--- src/shared/sbc_pkg.sv ---
// Constants, types and timing for the protection and reset supervisor
package sbc_pkg;

   typedef enum logic [6:0] {
      M_INIT     = 7'h01,
      M_NORMAL   = 7'h02,
      M_FAST     = 7'h04,
      M_STANDBY  = 7'h08,
      M_FAILSAFE = 7'h10,
      M_SLEEP    = 7'h20,
      M_RESTART  = 7'h40
   } sbc_mode_t;

   typedef struct packed {
      logic div_on;
      logic txd;
      logic lin_rx;
      logic wake;
      logic en;
      logic vcc_uv;
      logic tsd_xr;
      logic tsd_sw;
      logic rst_pin;
      logic spi_sel;
      logic wake_request_out_sel;
   } sbc_pins_t;

   localparam sbc_pins_t PINS_RST = '{div_on: 1'b0, txd: 1'b1, lin_rx: 1'b1, wake: 1'b0, en: 1'b0,
                                      vcc_uv: 1'b1, tsd_xr: 1'b0, tsd_sw: 1'b0, rst_pin: 1'b1,
                                      spi_sel: 1'b0, wake_request_out_sel: 1'b0};

   localparam logic [7:0] ADDR_FAILSAFE_CFG = 8'h17;
   localparam logic [7:0] ADDR_RESET_CMD = 8'h19;
   localparam logic [7:0] ADDR_SWT_CFG = 8'h1c;
   localparam logic [7:0] ADDR_XCVR_CFG = 8'h1d;
   localparam logic [7:0] ADDR_INT_FLAGS = 8'h24;

   localparam logic [7:0] CMD_SOFT_RESET = 8'h02;
   localparam logic [7:0] CMD_HARD_RESET = 8'h01;

   localparam int unsigned SWT_DIS_BIT = 7;
   localparam int unsigned SWT_SEL_MSB = 6;
   localparam int unsigned SWT_SEL_LSB = 3;
   localparam int unsigned DTO_DIS_BIT = 5;
   localparam int unsigned FAILSAFE_DISABLE_BIT_BIT = 0;
   localparam int unsigned FLAG_POWER_ON = 0;
   localparam int unsigned FLAG_THERM_XR = 1;
   localparam int unsigned FLAG_THERM_SW = 2;

   localparam logic [7:0] SWT_CFG_RST = 8'h48;
   localparam logic [7:0] XCVR_CFG_RST = 8'h00;
   localparam logic [7:0] FAILSAFE_CFG_RST = 8'h00;
   localparam logic [2:0] FLAGS_RST = 3'h1;

   localparam int unsigned CLK_MHZ = 100;
   localparam int unsigned RESET_INPUT_PULSE_US = 20;
   localparam int unsigned RESET_TOGGLE_US = 1000;
   localparam int unsigned DOMINANT_TIMEOUT_US = 20000;
   localparam int unsigned MS_US = 1000;
   localparam int unsigned RESET_INPUT_PULSE_CYC = RESET_INPUT_PULSE_US * CLK_MHZ;
   localparam int unsigned RESET_TOGGLE_CYC = RESET_TOGGLE_US * CLK_MHZ;
   localparam int unsigned DOMINANT_TIMEOUT_CYC = DOMINANT_TIMEOUT_US * CLK_MHZ;
   localparam int unsigned MS_CYC = MS_US * CLK_MHZ;

   // Sleep/wake timeout in milliseconds, 30 s to 10 min, code 9 is 5 min
   function automatic logic [19:0] swe_ms(input logic [3:0] sel);
      logic [19:0] ms;
      ms = 20'h0;
      unique case (sel)
         4'h0: ms = 20'd30000;
         4'h1: ms = 20'd60000;
         4'h2: ms = 20'd90000;
         4'h3: ms = 20'd120000;
         4'h4: ms = 20'd150000;
         4'h5: ms = 20'd180000;
         4'h6: ms = 20'd210000;
         4'h7: ms = 20'd240000;
         4'h8: ms = 20'd270000;
         4'h9: ms = 20'd300000;
         4'ha: ms = 20'd360000;
         4'hb: ms = 20'd420000;
         4'hc: ms = 20'd480000;
         4'hd: ms = 20'd540000;
         4'he: ms = 20'd600000;
         4'hf: ms = 20'd600000;
      endcase
      return ms;
   endfunction

endpackage

--- src/rtl/sbc_supervisor.sv ---
// Protection and reset supervisor: modes, sleep/wake timer, resets, dominant timeout, thermal
//
// How it works
// - Divider output on only with enable high in normal, fail-safe, fast, standby.
// - Pin control starts sleep/wake timer on entering fail-safe or restart.
// - Wake in sleep goes restart; supply still low at timeout returns sleep.
// - Serial control starts enabled timer on entering fail-safe, restart or standby.
// - Host must transact in standby before timeout, else fail-safe or sleep.
// - Configuration bit 7 set disables the sleep/wake timer.
// - Bits 6 to 3 select timeout, 30 s to 10 min, default 5 min.
// - Reset command 02h is soft reset, 01h is hard reset.
// - Host holding reset pin low long enough then releasing resets device.
// - Soft reset: restart, pin low for toggle time, standby, defaults restored.
// - Soft reset clears flags unless fault persists; power-on flag kept.
// - Hard reset acts as power-up: init, regulator on, straps resampled.
// - Pin reset: restart, pin low toggle time, standby, registers and flags kept.
// - Transmit low beyond dominant timeout in normal disables transmitter.
// - Rising transmit edge clears timeout; mode and receive path unchanged.
// - Transceiver configuration bit 5 set disables the dominant timeout.
// - Bus dominant on sleep entry locks bus wake until recessive seen.
// - Transceiver or regulator overheating: transmitter off, regulator off, reset low.
// - Switch overheating turns the switch off until temperature releases.
// - Pin control overheating enters fail-safe; wake leads restart or sleep.
// - Serial control sets separate flags for the two thermal event kinds.
// - Serial overheating enters fail-safe with limp on, or sleep if disabled.
// - Fail-safe configuration bit 0 bypasses fail-safe; pin control always uses it.
module sbc_supervisor import sbc_pkg::*; #(
   parameter int unsigned RST_IN_CYC_P = RESET_INPUT_PULSE_CYC,
   parameter int unsigned TOG_CYC_P = RESET_TOGGLE_CYC,
   parameter int unsigned DTO_CYC_P = DOMINANT_TIMEOUT_CYC,
   parameter int unsigned MS_CYC_P = MS_CYC
) (
   input wire logic mclk_i,
   input wire logic resetn_i,
   input wire sbc_pins_t pins_i,
   input wire logic spi_normal_req_i,
   input wire logic spi_fast_req_i,
   input wire logic reg_wr_i,
   input wire logic reg_rd_i,
   input wire logic [7:0] reg_addr_i,
   input wire logic [7:0] reg_wdata_i,
   input wire logic spi_txn_i,
   output logic [7:0] reg_rdata_o,
   output logic battery_sense_out_o,
   output logic reset_pin_bidir_o,
   output logic reset_pin_bidir_oe_o,
   output logic inhibit_out_o,
   output logic wake_request_out_o,
   output logic tx_enable_o,
   output logic regulator_en_o,
   output logic high_side_switch_off_o,
   output logic limp_on_o,
   output logic wake_lockout_o,
   output sbc_mode_t mode_o,
   output logic [2:0] flags_o
);
   logic rst_meta_q;
   logic rst_n;
   sbc_pins_t pin_s;
   sbc_pins_t pin_prev_q;
   sbc_mode_t mode_q;
   sbc_mode_t mode_d;
   logic spi_q;
   logic wake_request_out_q;
   logic [7:0] swt_cfg_q;
   logic [7:0] xcvr_cfg_q;
   logic [7:0] fs_cfg_q;
   logic [2:0] flags_q;
   logic rst_tog_q;
   logic swe_run_q;
   logic dto_run_q;
   logic lockout_q;
   logic soft_req;
   logic hard_req;
   logic pin_rst;
   logic fs_on;
   logic wr_ok;
   logic tsd_rise;
   logic wake_any;
   logic go_normal;
   logic mode_change;
   logic swe_entry;
   logic swe_exp;
   logic swe_done;
   logic ms_tick;
   logic tog_done;
   logic rst_in_done;
   logic dto_done;
   logic [2:0] flag_set;
   logic [2:0] flag_clr;

   always_ff @(posedge mclk_i or negedge resetn_i) begin
      if (!resetn_i) begin
         rst_meta_q <= 1'b0;
         rst_n <= 1'b0;
      end else begin
         rst_meta_q <= 1'b1;
         rst_n <= rst_meta_q;
      end
   end

   sbc_sync #(.W($bits(sbc_pins_t)), .INIT(PINS_RST)) u_pin_sync (
      .clk_i(mclk_i),
      .rst_ni(rst_n),
      .d_i(pins_i),
      .q_o(pin_s)
   );

   always_ff @(posedge mclk_i or negedge rst_n) begin
      if (!rst_n) begin
         pin_prev_q <= PINS_RST;
      end else begin
         pin_prev_q <= pin_s;
      end
   end

   // Straps follow the pins while in init and freeze on leaving it
   always_ff @(posedge mclk_i or negedge rst_n) begin
      if (!rst_n) begin
         spi_q <= 1'b0;
         wake_request_out_q <= 1'b0;
      end else if (mode_q == M_INIT) begin
         spi_q <= pin_s.spi_sel;
         wake_request_out_q <= pin_s.wake_request_out_sel;
      end
   end

   assign wr_ok = reg_wr_i && spi_q;
   assign soft_req = wr_ok && (reg_addr_i == ADDR_RESET_CMD) && (reg_wdata_i == CMD_SOFT_RESET);
   assign hard_req = wr_ok && (reg_addr_i == ADDR_RESET_CMD) && (reg_wdata_i == CMD_HARD_RESET);
   assign fs_on = !spi_q || !fs_cfg_q[FAILSAFE_DISABLE_BIT_BIT];
   assign tsd_rise = pin_s.tsd_xr && !pin_prev_q.tsd_xr;
   assign wake_any = (pin_s.wake && !pin_prev_q.wake) || (!pin_s.lin_rx && !lockout_q);
   assign go_normal = spi_q ? spi_normal_req_i : pin_s.en;

   // Configuration registers; soft and hard resets restore defaults
   always_ff @(posedge mclk_i or negedge rst_n) begin
      if (!rst_n) begin
         swt_cfg_q <= SWT_CFG_RST;
         xcvr_cfg_q <= XCVR_CFG_RST;
         fs_cfg_q <= FAILSAFE_CFG_RST;
      end else if (soft_req || hard_req) begin
         swt_cfg_q <= SWT_CFG_RST;
         xcvr_cfg_q <= XCVR_CFG_RST;
         fs_cfg_q <= FAILSAFE_CFG_RST;
      end else if (wr_ok) begin
         if (reg_addr_i == ADDR_SWT_CFG) begin
            swt_cfg_q <= reg_wdata_i;
         end
         if (reg_addr_i == ADDR_XCVR_CFG) begin
            xcvr_cfg_q <= reg_wdata_i;
         end
         if (reg_addr_i == ADDR_FAILSAFE_CFG) begin
            fs_cfg_q <= reg_wdata_i;
         end
      end
   end

   always_ff @(posedge mclk_i or negedge rst_n) begin
      if (!rst_n) begin
         reg_rdata_o <= 8'h00;
      end else if (reg_rd_i) begin
         unique case (reg_addr_i)
            ADDR_SWT_CFG: reg_rdata_o <= swt_cfg_q;
            ADDR_XCVR_CFG: reg_rdata_o <= xcvr_cfg_q;
            ADDR_FAILSAFE_CFG: reg_rdata_o <= fs_cfg_q;
            ADDR_INT_FLAGS: reg_rdata_o <= {5'h00, flags_q};
            default: reg_rdata_o <= 8'h00;
         endcase
      end
   end

   // Interrupt flags: set wins over a write-one-to-clear
   always_comb begin
      flag_set = 3'h0;
      flag_set[FLAG_POWER_ON] = hard_req;
      flag_set[FLAG_THERM_XR] = spi_q && tsd_rise;
      flag_set[FLAG_THERM_SW] = spi_q && pin_s.tsd_sw && !pin_prev_q.tsd_sw;
      flag_clr = 3'h0;
      if (wr_ok && (reg_addr_i == ADDR_INT_FLAGS)) begin
         flag_clr = reg_wdata_i[2:0];
      end
      if (soft_req) begin
         flag_clr[FLAG_THERM_XR] = !pin_s.tsd_xr;
         flag_clr[FLAG_THERM_SW] = !pin_s.tsd_sw;
      end
   end

   always_ff @(posedge mclk_i or negedge rst_n) begin
      if (!rst_n) begin
         flags_q <= FLAGS_RST;
      end else begin
         flags_q <= (flags_q & ~flag_clr) | flag_set;
      end
   end

   // Reset pin held low by the host for at least the pulse time
   sbc_timer #(.W(24)) u_rst_in (
      .clk_i(mclk_i),
      .rst_ni(rst_n),
      .clr_i(pin_s.rst_pin),
      .run_i(!pin_s.rst_pin && !reset_pin_bidir_oe_o),
      .limit_i(24'(RST_IN_CYC_P)),
      .done_o(rst_in_done)
   );
   assign pin_rst = pin_s.rst_pin && !pin_prev_q.rst_pin && rst_in_done && !reset_pin_bidir_oe_o;

   // Reset toggle time while a reset-caused restart drives the pin low
   sbc_timer #(.W(24)) u_tog (
      .clk_i(mclk_i),
      .rst_ni(rst_n),
      .clr_i(!(mode_q == M_RESTART && rst_tog_q)),
      .run_i(1'b1),
      .limit_i(24'(TOG_CYC_P)),
      .done_o(tog_done)
   );

   always_ff @(posedge mclk_i or negedge rst_n) begin
      if (!rst_n) begin
         rst_tog_q <= 1'b0;
      end else if (soft_req || pin_rst) begin
         rst_tog_q <= 1'b1;
      end else if (mode_q != M_RESTART || mode_d != M_RESTART) begin
         rst_tog_q <= 1'b0;
      end
   end

   // Millisecond tick and sleep/wake error timer
   sbc_timer #(.W(24)) u_ms (
      .clk_i(mclk_i),
      .rst_ni(rst_n),
      .clr_i(ms_tick),
      .run_i(1'b1),
      .limit_i(24'(MS_CYC_P - 1)),
      .done_o(ms_tick)
   );

   assign mode_change = (mode_d != mode_q);
   assign swe_entry = mode_change && ((mode_d == M_FAILSAFE) || (mode_d == M_RESTART) ||
                      (spi_q && mode_d == M_STANDBY));

   always_ff @(posedge mclk_i or negedge rst_n) begin
      if (!rst_n) begin
         swe_run_q <= 1'b0;
      end else if (swe_entry) begin
         swe_run_q <= !(spi_q && swt_cfg_q[SWT_DIS_BIT]);
      end else if (mode_change || (spi_q && swt_cfg_q[SWT_DIS_BIT])) begin
         swe_run_q <= 1'b0;
      end else if (spi_txn_i && mode_q == M_STANDBY) begin
         swe_run_q <= 1'b0;
      end
   end

   sbc_timer #(.W(20)) u_swe (
      .clk_i(mclk_i),
      .rst_ni(rst_n),
      .clr_i(swe_entry || !swe_run_q),
      .run_i(ms_tick),
      .limit_i(swe_ms(swt_cfg_q[SWT_SEL_MSB:SWT_SEL_LSB])),
      .done_o(swe_done)
   );
   assign swe_exp = swe_run_q && swe_done;

   // Operating mode
   always_comb begin
      mode_d = mode_q;
      if (hard_req) begin
         mode_d = M_INIT;
      end else if (tsd_rise && mode_q != M_SLEEP) begin
         mode_d = fs_on ? M_FAILSAFE : M_SLEEP;
      end else if (soft_req || pin_rst) begin
         mode_d = M_RESTART;
      end else begin
         unique case (mode_q)
            M_INIT: begin
               if (!pin_s.vcc_uv) begin
                  mode_d = M_STANDBY;
               end
            end
            M_NORMAL, M_FAST: begin
               if (!go_normal) begin
                  mode_d = M_STANDBY;
               end else begin
                  mode_d = (spi_q && spi_fast_req_i) ? M_FAST : M_NORMAL;
               end
            end
            M_STANDBY: begin
               if (swe_exp) begin
                  mode_d = fs_on ? M_FAILSAFE : M_SLEEP;
               end else if (go_normal) begin
                  mode_d = (spi_q && spi_fast_req_i) ? M_FAST : M_NORMAL;
               end
            end
            M_FAILSAFE: begin
               if (swe_exp) begin
                  mode_d = M_SLEEP;
               end else if (wake_any) begin
                  mode_d = (pin_s.tsd_xr || pin_s.vcc_uv) ? M_SLEEP : M_RESTART;
               end
            end
            M_SLEEP: begin
               if (wake_any) begin
                  mode_d = M_RESTART;
               end
            end
            M_RESTART: begin
               if (rst_tog_q) begin
                  if (tog_done) begin
                     mode_d = M_STANDBY;
                  end
               end else if (!pin_s.vcc_uv) begin
                  mode_d = M_STANDBY;
               end else if (swe_exp) begin
                  mode_d = M_SLEEP;
               end
            end
         endcase
      end
   end

   always_ff @(posedge mclk_i or negedge rst_n) begin
      if (!rst_n) begin
         mode_q <= M_INIT;
      end else begin
         mode_q <= mode_d;
      end
   end

   // Bus stuck dominant lockout sampled on sleep entry
   always_ff @(posedge mclk_i or negedge rst_n) begin
      if (!rst_n) begin
         lockout_q <= 1'b0;
      end else if (mode_change && mode_d == M_SLEEP) begin
         lockout_q <= !pin_s.lin_rx;
      end else if (pin_s.lin_rx) begin
         lockout_q <= 1'b0;
      end
   end

   // Transmit dominant timeout, started by a falling edge in normal or fast
   always_ff @(posedge mclk_i or negedge rst_n) begin
      if (!rst_n) begin
         dto_run_q <= 1'b0;
      end else if (pin_s.txd || xcvr_cfg_q[DTO_DIS_BIT] || (mode_q != M_NORMAL && mode_q != M_FAST)) begin
         dto_run_q <= 1'b0;
      end else if (pin_prev_q.txd) begin
         dto_run_q <= 1'b1;
      end
   end

   sbc_timer #(.W(24)) u_dto (
      .clk_i(mclk_i),
      .rst_ni(rst_n),
      .clr_i(!dto_run_q),
      .run_i(1'b1),
      .limit_i(24'(DTO_CYC_P)),
      .done_o(dto_done)
   );

   // Output stage
   assign reset_pin_bidir_o = 1'b0;
   assign mode_o = mode_q;
   assign flags_o = flags_q;

   always_ff @(posedge mclk_i or negedge rst_n) begin
      if (!rst_n) begin
         battery_sense_out_o <= 1'b0;
         reset_pin_bidir_oe_o <= 1'b1;
         tx_enable_o <= 1'b0;
         high_side_switch_off_o <= 1'b0;
         limp_on_o <= 1'b0;
         inhibit_out_o <= 1'b0;
         wake_request_out_o <= 1'b0;
         wake_lockout_o <= 1'b0;
      end else begin
         battery_sense_out_o <= pin_s.div_on && (mode_q == M_NORMAL || mode_q == M_FAILSAFE ||
                                                  mode_q == M_FAST || mode_q == M_STANDBY);
         reset_pin_bidir_oe_o <= (mode_q == M_RESTART) || pin_s.tsd_xr;
         tx_enable_o <= (mode_q == M_NORMAL || mode_q == M_FAST) &&
                        !(dto_run_q && dto_done) && !pin_s.tsd_xr;
         high_side_switch_off_o <= pin_s.tsd_sw;
         limp_on_o <= (mode_q == M_FAILSAFE);
         inhibit_out_o <= !wake_request_out_q && (mode_q != M_SLEEP) && (mode_q != M_INIT);
         wake_request_out_o <= wake_request_out_q && regulator_en_o && (mode_q != M_SLEEP) && (mode_q != M_INIT);
         wake_lockout_o <= lockout_q;
      end
   end

   always_ff @(posedge mclk_i or negedge rst_n) begin
      if (!rst_n) begin
         regulator_en_o <= 1'b1;
      end else if (pin_s.tsd_xr) begin
         regulator_en_o <= 1'b0;
      end else if (mode_q == M_INIT || (mode_change && mode_d == M_RESTART && !rst_tog_q &&
                                         !soft_req && !pin_rst)) begin
         regulator_en_o <= 1'b1;
      end
   end
endmodule // sbc_supervisor

--- src/rtl/sbc_sync.sv ---
// Two flip-flop synchroniser for a group of asynchronous levels
module sbc_sync import sbc_pkg::*; #(
   parameter int unsigned W = 1,
   parameter logic [W-1:0] INIT = '0
) (
   input wire logic clk_i,
   input wire logic rst_ni,
   input wire logic [W-1:0] d_i,
   output logic [W-1:0] q_o
);
   logic [W-1:0] meta_q;

   always_ff @(posedge clk_i or negedge rst_ni) begin
      if (!rst_ni) begin
         meta_q <= INIT;
         q_o <= INIT;
      end else begin
         meta_q <= d_i;
         q_o <= meta_q;
      end
   end
endmodule // sbc_sync

--- src/rtl/sbc_timer.sv ---
// Saturating up counter with clear, run and a compare limit
module sbc_timer import sbc_pkg::*; #(
   parameter int unsigned W = 24
) (
   input wire logic clk_i,
   input wire logic rst_ni,
   input wire logic clr_i,
   input wire logic run_i,
   input wire logic [W-1:0] limit_i,
   output logic done_o
);
   logic [W-1:0] cnt_q;

   always_ff @(posedge clk_i or negedge rst_ni) begin
      if (!rst_ni) begin
         cnt_q <= '0;
      end else if (clr_i) begin
         cnt_q <= '0;
      end else if (run_i && (cnt_q < limit_i)) begin
         cnt_q <= W'(cnt_q + 1'b1);
      end
   end

   assign done_o = (cnt_q >= limit_i);
endmodule // sbc_timer

--- config.mk ---
export PLATFORM = sky130hd
export DESIGN_NAME = sbc_supervisor
export DESIGN_NICKNAME = d
export VERILOG_FILES = /design/src/shared/sbc_pkg.sv /design/src/rtl/sbc_supervisor.sv /design/src/rtl/sbc_sync.sv /design/src/rtl/sbc_timer.sv
export SDC_FILE = /design/constraint.sdc
export NUM_CORES = 1
export LEC_CHECK = 0
export ABC_AREA = 1
export BUFFER_PORTS_ARGS = -buffer_cell sky130_fd_sc_hd__buf_4
export CELL_PAD_IN_SITES_DETAIL_PLACEMENT = 0
export CELL_PAD_IN_SITES_GLOBAL_PLACEMENT = 2
export CORE_ASPECT_RATIO = 0.8
export CORE_UTILIZATION = 37
export DETAILED_ROUTE_END_ITERATION = 10
export PLACE_DENSITY_LB_ADDON = 0.1
export SKIP_CTS_REPAIR_TIMING = 1
export SYNTH_ARGS = -nofsm -noshare
export SYNTH_HDL_FRONTEND = slang
export SYNTH_SLANG_ARGS = --single-unit
--- constraint.sdc ---
create_clock -name mclk_i -period 7.8 [get_ports mclk_i]
set_clock_uncertainty 0.15 [all_clocks]
set_input_delay 0.78 -clock mclk_i [delete_from_list [all_inputs] [get_ports mclk_i]]
set_output_delay 0.78 -clock mclk_i [all_outputs]
set_load 0.01 [all_outputs]
=== Word level (Yosys, flattened, before mapping) ===
Memories as Yosys holds them, arrays and structs flattened.
Cells that the tools add are included.

* Add/subtract/negate cells: 5
* Magnitude comparators: 10
* Eq/ne operators: 27
* Mux-type cells: 52
* Bitwise logic cells: 3
* Reductions and logical operators: 93

{| class="wikitable"
|+ Operators by type and width
! operator !! count
|-
| 2-to-1 mux 24 bit || 8
|-
| 2-to-1 mux 7 bit || 14
|-
| adder 24 x 1 -> 24 bit (second input constant) || 4
|-
| 2-to-1 mux 8 bit || 9
|-
| greater-or-equal comparator 24 x 17 -> 1 bit (second input constant) || 2
|-
| < comparator 24 x 17 -> 1 bit (second input constant) || 2
|-
| one-hot mux 7 bit (6 select lines) || 1
|-
| logical AND 1 bit || 40
|-
| 2-to-1 mux 20 bit || 2
|-
| equality test 8 x 5 -> 1 bit (second input constant) || 4
|-
| one-hot mux 8 bit (4 select lines) || 1
|-
| greater-or-equal comparator 24 x 11 -> 1 bit (second input constant) || 1
|-
| greater-or-equal comparator 24 x 21 -> 1 bit (second input constant) || 1
|-
| < comparator 24 x 11 -> 1 bit (second input constant) || 1
|-
| < comparator 24 x 21 -> 1 bit (second input constant) || 1
|-
| nonzero test 2 bit || 11
|-
| adder 20 x 1 -> 20 bit (second input constant) || 1
|-
| greater-or-equal comparator 20 bit || 1
|-
| < comparator 20 bit || 1
|-
| logical NOT 1 bit || 19
|-
| logical OR 1 bit || 18
|-
| equality test 7 x 4 -> 1 bit (second input constant) || 2
|-
| equality test 7 x 5 -> 1 bit (second input constant) || 2
|-
| equality test 7 x 6 -> 1 bit (second input constant) || 2
|-
| 25 further kinds || 42
|}

* Bits in registers: 201
* ROM bits: 256
* Output and inout bits: 28
* Word-level logic and storage cells: 225
* Memories: 1

{| class="wikitable"
|+ Memories
! memory !! depth !! width !! read ports !! clocked after Yosys merged registers in !! write ports !! line !! source
|-
| (no name shown) || 16 || 16 || 1 || 0 || 0 || sbc_pkg.sv:69 || <nowiki>unique case (sel)</nowiki>
|}

=== Logic depth before layout (Yosys ltp) ===
An unclocked memory read counts as a cell.

* Depth after elaboration: 18
* Mapped depth: 30
* Depth with buffers taken out: 29

=== Cells and area by module ===
Synthesis repeated with hierarchy kept, for this count alone.

* Cell total of the unflattened synthesis: 2328
* Area, all modules: 16233.1 µm²

{| class="wikitable"
|+ By module, submodules not included
! module !! instances !! cells an instance !! area an instance (µm²)
|-
| sbc_timer at u_ms ... || 2 || 371 || 2422.3
|-
| sbc_supervisor || 1 || 536 || 3988.8
|-
| sbc_timer at u_tog || 1 || 375 || 2458.6
|-
| sbc_timer at u_dto || 1 || 363 || 2423.6
|-
| sbc_timer at u_swe || 1 || 290 || 1956.9
|-
| sbc_sync || 1 || 22 || 560.5
|}

=== Least setup slack after synthesis ===
No wires, ideal clock.

* Path type: register to register
* Start point: reg swt_cfg_q[3]
* End point: reg u_swe.cnt_q[0]
* Library setup time: 0.069 ns
* Data arrival time: 3.305 ns
* Data required time: 7.581 ns
* Path slack: 4.276 ns
* Stages on the path, launching flop included: 28
* Path buffers: 1
* Cell sequence: dfstp_2 -> inv_1 -> ha_1 -> or2_2 -> nand3_1 -> o21ai_0 -> ha_1 -> a21o_1 -> nor2_1 -> nand2_1 -> nand2_1 -> nand3_1 -> nand2_1 -> nand3_1 -> nand2_1 -> inv_1 -> nand2_1 -> nand2_1 -> nand2_2 -> nand2_2 -> nand2_1 -> nand2_1 -> nor2_2 -> nand3_2 -> nand2_2 -> nand2_2 -> buf_6 -> nor2_2

* Word-level cells in the longest chain between the ends: 16
* Elaborated cells between the ends (all ways): 25
* Those cells by class: order compare: 2; eq/ne: 4; mux: 10; reduce/logical: 8; memory: 1

{| class="wikitable"
|+ RTL lines
! what !! line !! source
|-
| start, declared || sbc_supervisor.sv:65 || <nowiki>logic [7:0] swt_cfg_q;</nowiki>
|-
| start signal, assigned || sbc_supervisor.sv:148 || <nowiki>swt_cfg_q <= reg_wdata_i;</nowiki>
|-
| memory (16 x 16 bit) (*) || -- ||
|-
| greater-or-equal comparator 20 bit || sbc_timer.sv:24 || <nowiki>assign done_o = (cnt_q >= limit_i);</nowiki>
|-
| logical AND 1 bit || sbc_supervisor.sv:262 || <nowiki>assign swe_exp = swe_run_q && swe_done;</nowiki>
|-
| 2-to-1 mux 7 bit || sbc_supervisor.sv:313 || <nowiki>end else if (swe_exp) begin</nowiki>
|-
| 2-to-1 mux 7 bit || sbc_supervisor.sv:311 || <nowiki>end else if (!pin_s.vcc_uv) begin</nowiki>
|-
| 2-to-1 mux 7 bit || sbc_supervisor.sv:307 || <nowiki>if (rst_tog_q) begin</nowiki>
|-
| one-hot mux 7 bit (6 select lines) || sbc_supervisor.sv:274 || <nowiki>unique case (mode_q)</nowiki>
|-
| 2-to-1 mux 7 bit || sbc_supervisor.sv:271 || <nowiki>end else if (soft_req || pin_rst) begin</nowiki>
|-
| 2-to-1 mux 7 bit || sbc_supervisor.sv:269 || <nowiki>end else if (tsd_rise && mode_q != M_SLEEP) begin</nowiki>
|-
| 2-to-1 mux 7 bit || sbc_supervisor.sv:267 || <nowiki>if (hard_req) begin</nowiki>
|-
| equality test 7 x 5 -> 1 bit (tied with other cells) || sbc_supervisor.sv:239 || <nowiki>assign swe_entry = mode_change && ((mode_d == M_FAILSAFE) || (mode_d == M_RESTART) ||</nowiki>
|-
| logical OR 1 bit or logical AND 1 bit (tied branches) || sbc_supervisor.sv:239, sbc_supervisor.sv:240 ||
|-
| logical OR 1 bit || sbc_supervisor.sv:239 ||
|-
| logical AND 1 bit || sbc_supervisor.sv:239 ||
|-
| logical OR 1 bit || sbc_supervisor.sv:257 || <nowiki>.clr_i(swe_entry || !swe_run_q),</nowiki>
|-
| 2-to-1 mux 20 bit or nonzero test 2 bit (tied branches) || -- ||
|-
| end signal, assigned || sbc_timer.sv:20 || <nowiki>cnt_q <= W'(cnt_q + 1'b1);</nowiki>
|-
| end, declared || sbc_timer.sv:12 || <nowiki>logic [W-1:0] cnt_q;</nowiki>
|}

Every way passes the cells marked *; elsewhere a longest branch is shown, timed or not.
A chain may end at the register's enable or synchronous reset.

=== Final worst setup path ===
* Start point: reg swt_cfg_q[5]
* End point: reg u_swe.cnt_q[10]

* Word-level cells in the longest chain between the ends: 16
* Elaborated cells between the ends (all ways): 25
* Those cells by class: order compare: 2; eq/ne: 4; mux: 10; reduce/logical: 8; memory: 1

{| class="wikitable"
|+ RTL lines
! what !! line !! source
|-
| memory (16 x 16 bit) (*) || -- ||
|-
| greater-or-equal comparator 20 bit (*) || sbc_timer.sv:24 ||
|-
| logical AND 1 bit (*) || sbc_supervisor.sv:262 ||
|-
| 2-to-1 mux 7 bit || sbc_supervisor.sv:313 ||
|-
| 2-to-1 mux 7 bit || sbc_supervisor.sv:311 ||
|-
| 2-to-1 mux 7 bit || sbc_supervisor.sv:307 ||
|-
| one-hot mux 7 bit (6 select lines) (*) || sbc_supervisor.sv:274 ||
|-
| 2-to-1 mux 7 bit (*) || sbc_supervisor.sv:271 ||
|-
| 2-to-1 mux 7 bit (*) || sbc_supervisor.sv:269 ||
|-
| 2-to-1 mux 7 bit (*) || sbc_supervisor.sv:267 ||
|-
| via mode_d[1] || sbc_supervisor.sv:62 || <nowiki>sbc_mode_t mode_d;</nowiki>
|-
| equality test 7 x 5 -> 1 bit (tied with other cells) || sbc_supervisor.sv:239 ||
|-
| logical OR 1 bit or logical AND 1 bit (tied branches) || sbc_supervisor.sv:239, sbc_supervisor.sv:240 ||
|-
| logical OR 1 bit || sbc_supervisor.sv:239 ||
|-
| logical AND 1 bit (*) || sbc_supervisor.sv:239 ||
|-
| logical OR 1 bit (*) || sbc_supervisor.sv:257 ||
|-
| 2-to-1 mux 20 bit or nonzero test 2 bit (tied branches) || -- ||
|}

Mark *: on every way through the listed nets, which the timed path passes. The rest lies on a longest branch.

==> results.json <==
{
  "path_clk_slew_ps": 60,
  "die_w_um": 186,
  "synth_seq_cells": 201,
  "worstPathMaxFanout": 20,
  "drive_gt1_share_pct": 12.8,
  "status": "finished, final reports clean",
  "p_total_uw": 2830,
  "rr_startpoint": "swt_cfg_q[5]",
  "port_buffers": 60,
  "cts_buffer_depth": 3,
  "ys_types": 51,
  "synthArstFlopShare_pct": 100,
  "min-delay-start": "u_pin_sync.meta_q[4]",
  "core-area_sq_mm": 0.0264,
  "critPathRequiredTime_ps": 8020,
  "synth_edf_count": 0,
  "final_cell_mix": "nand2_1, dfrtp_1, inv_1",
  "worstSetupStartpoint": "swt_cfg_q[5]",
  "antenna_found_initial": 0,
  "grt_max_degree": 138,
  "cts.sinks": 201,
  "final_common_cell": "nand2_1",
  "routedWlPerCell_um": 14.4,
  "synth_cells": 1213,
  "hold_viol_final": 0,
  "endpoint": "u_swe.cnt_q[10]",
  "grt_pass1_vias": 7393,
  "n_fill_cell": 2710,
  "antenna_cells": 0,
  "fin_crit_ps": 4570,
  "finalMaxSlewViolations": 0,
  "drv_cap": 0,
  "hpwl_um": 17300,
  "cts_tree": "yes",
  "drt_iter0_drc": 488,
  "route.detailed.drc": 0,
  "ys_dominant_reg_cell": "dfrtp_1",
  "grt_pass1_wl_um": 39100,
  "viasPerCell": 4.77,
  "start_kind": "flop",
  "power_leakage_uw": 0.00550,
  "fin_nets": 1358,
  "multi_input_area_sq_mm": 0.00418,
  "fin_tns_setup_ps": 0,
  "gr-total-overflow": 0,
  "cp-end-kind": "flop",
  "syn-cell-area_sq_mm": 0.0100,
  "ioPinCount": 62,
  "ys_seq_area_share_pct": 50.5,
  "max_freq_ghz": 0.219,
  "grt.total_usage_pct": 17.8,
  "final-setup-viol-count": 0,
  "die_h_um": 149,
  "syn2layout_area_growth_pct": 16.6,
  "reg2reg_slack_ps": 3230,
  "num_vias": 7948,
  "relSlewSlack_pct": 32.2,
  "tightest_slew_ps": 1010,
  "cts_buffers": 23,
  "fin_crit_sh_pct": 58.6,
  "power_density_mw_per_mm2": 243,
  "crit_type": "flop to flop",
  "clkLatencyLatePin_ps": 510,
  "max-vdd-ir-drop_mv": 0.193,
  "arrival_ps": 4790,
  "worstRegToRegCells": 21,
  "initial_core_util_pct": 37.9,
  "syn_area_per_cell_sq_um": 8.24,
  "yosys_warnings": 0,
  "rows": 53,
  "gp_congestion": 0.810,
  "r2r-end": "u_swe.cnt_q[10]",
  "rsz0062_at_grt": "no",
  "dr.pass1.iters": 5,
  "regArea_sq_mm": 0.00505,
  "cts.root.buffer_cell": "clkbuf_16",
  "postRouteWirelength_um": 23900,
  "cts_max_level": 1,
  "die_area_sq_mm": 0.0277,
  "final_antenna_net_count": 0,
  "hold_path.class": "flop to flop"
}
[per-stage QoR]
stage	util [%]	cells	setup slack, ps	instance area (sq um)	hold WS (ps)
finish	44.2	1666	3230	11700	199
global route	44.2	1666	2710	11700	196
CTS	44.1	1665	3290	11600	-141
detailed placement	41.2	1623	3300	10900	185
global placement	41.2	1623	3340	10900	182
floorplan	-	1220	1660	10000	181
[how the worst min path moves through the flow]
stage / endpoint / slack, ps / cells after the start
2_1_floorplan: rst_n / 180 / 0
3_3_place_gp: u_pin_sync.q_o[6] / 180 / 0
3_5_place_dp: u_pin_sync.q_o[4] / 180 / 0
4_1_cts: rst_meta_q / -140 / 1
5_1_grt: u_pin_sync.meta_q[6] / 200 / 1
6_report: u_pin_sync.q_o[4] / 200 / 0
[synth_stat cells (all sizes together), types with 2 or more instances]
library cell	instances	area (sq um)
xor2	17	149
nand2	252	963
nor2	145	604
o22ai	3	18.8
a2bb2oi	2	17.5
dfrtp	185	4630
o211ai	2	15.0
and3	2	12.5
a21oi	57	285
nor3	43	220
clkbuf	13	50.0
dfstp	16	420
o221ai	3	26.3
o31ai	3	22.5
ha	32	400
buf	5	38.8
nand4	28	181
nor3b	8	60.1
a211oi	2	15.0
or2	6	40.0
o21a	4	30.0
conb	2	7.51
a221oi	4	35.0
inv	186	698
nor4	13	87.6
a31oi	3	18.8
nand3	73	380
clkinv	2	7.51
o21ai	86	430
xnor2	5	43.8
nand3b	4	30.0
[where the power goes]
group          internal (uW)  leakage (uW)  switching [uW]
logic                    188       0.00248             380
registers               1090       0.00264            66.1
clock network            663      0.000371             443
[registers in the layout, indices dropped and copies added, names as in the netlist, 3 cells and up]
| signal | cells |
|---|---|
| xcvr_cfg_q | 8 |
| u_dto.cnt_q | 24 |
| u_pin_sync.q_o | 11 |
| reg_rdata_o | 8 |
| u_rst_in.cnt_q | 24 |
| u_tog.cnt_q | 24 |
| u_ms.cnt_q | 24 |
| u_swe.cnt_q | 20 |
| u_pin_sync.meta_q | 11 |
| fs_cfg_q | 8 |
| mode_o | 7 |
| flags_o | 3 |
| swt_cfg_q | 8 |
| pin_prev_q | 4 |
[cells by family after synthesis]
family | share of synthesized area, %
simple gates | 25.9
fa+ha+maj | 4.00
buf+inv | 7.94
flops | 50.5
compound gates | 9.62
xor+xnor | 1.93
other cells | 0.0751
[cell type report]
cell class                 count  area share [%]
clock buffer                  30            5.33
clock inverter                12            1.26
inverter                     188            6.05
multi-input combinational    813            35.9
sequential                   201            43.3
tap                          357            3.83
timing repair buffer          65            4.31
[per-layer routing]
layer	part of all wire, %	vias up	track usage (%)
li1	-	4084	-
met1	52	3693	27.4
met2	42	141	26.1
met3	3.5	30	2.47
met4	2.0	0	4.14
met5	0	-	0
[worst max-delay path, cell delays in order, from the launching register on]
cell and delay, ps:
dfrtp_1 590, clkinv_1 370, ha_1 380, nand2_1 50, o211a_1 170, ha_1 270
nand2_1 70, nor3_1 200, nand4_1 130, nand3_1 240, nand2_1 270, nand2_1 120
nand3_1 70, nand3_1 110, inv_2 60, nor2_2 100, nand3_1 110, nand3b_1 210
nand2_1 100, nand2_2 80, nand2_2 500, nor2_2 50
Note: power is estimated with default switching activity, not from simulation.
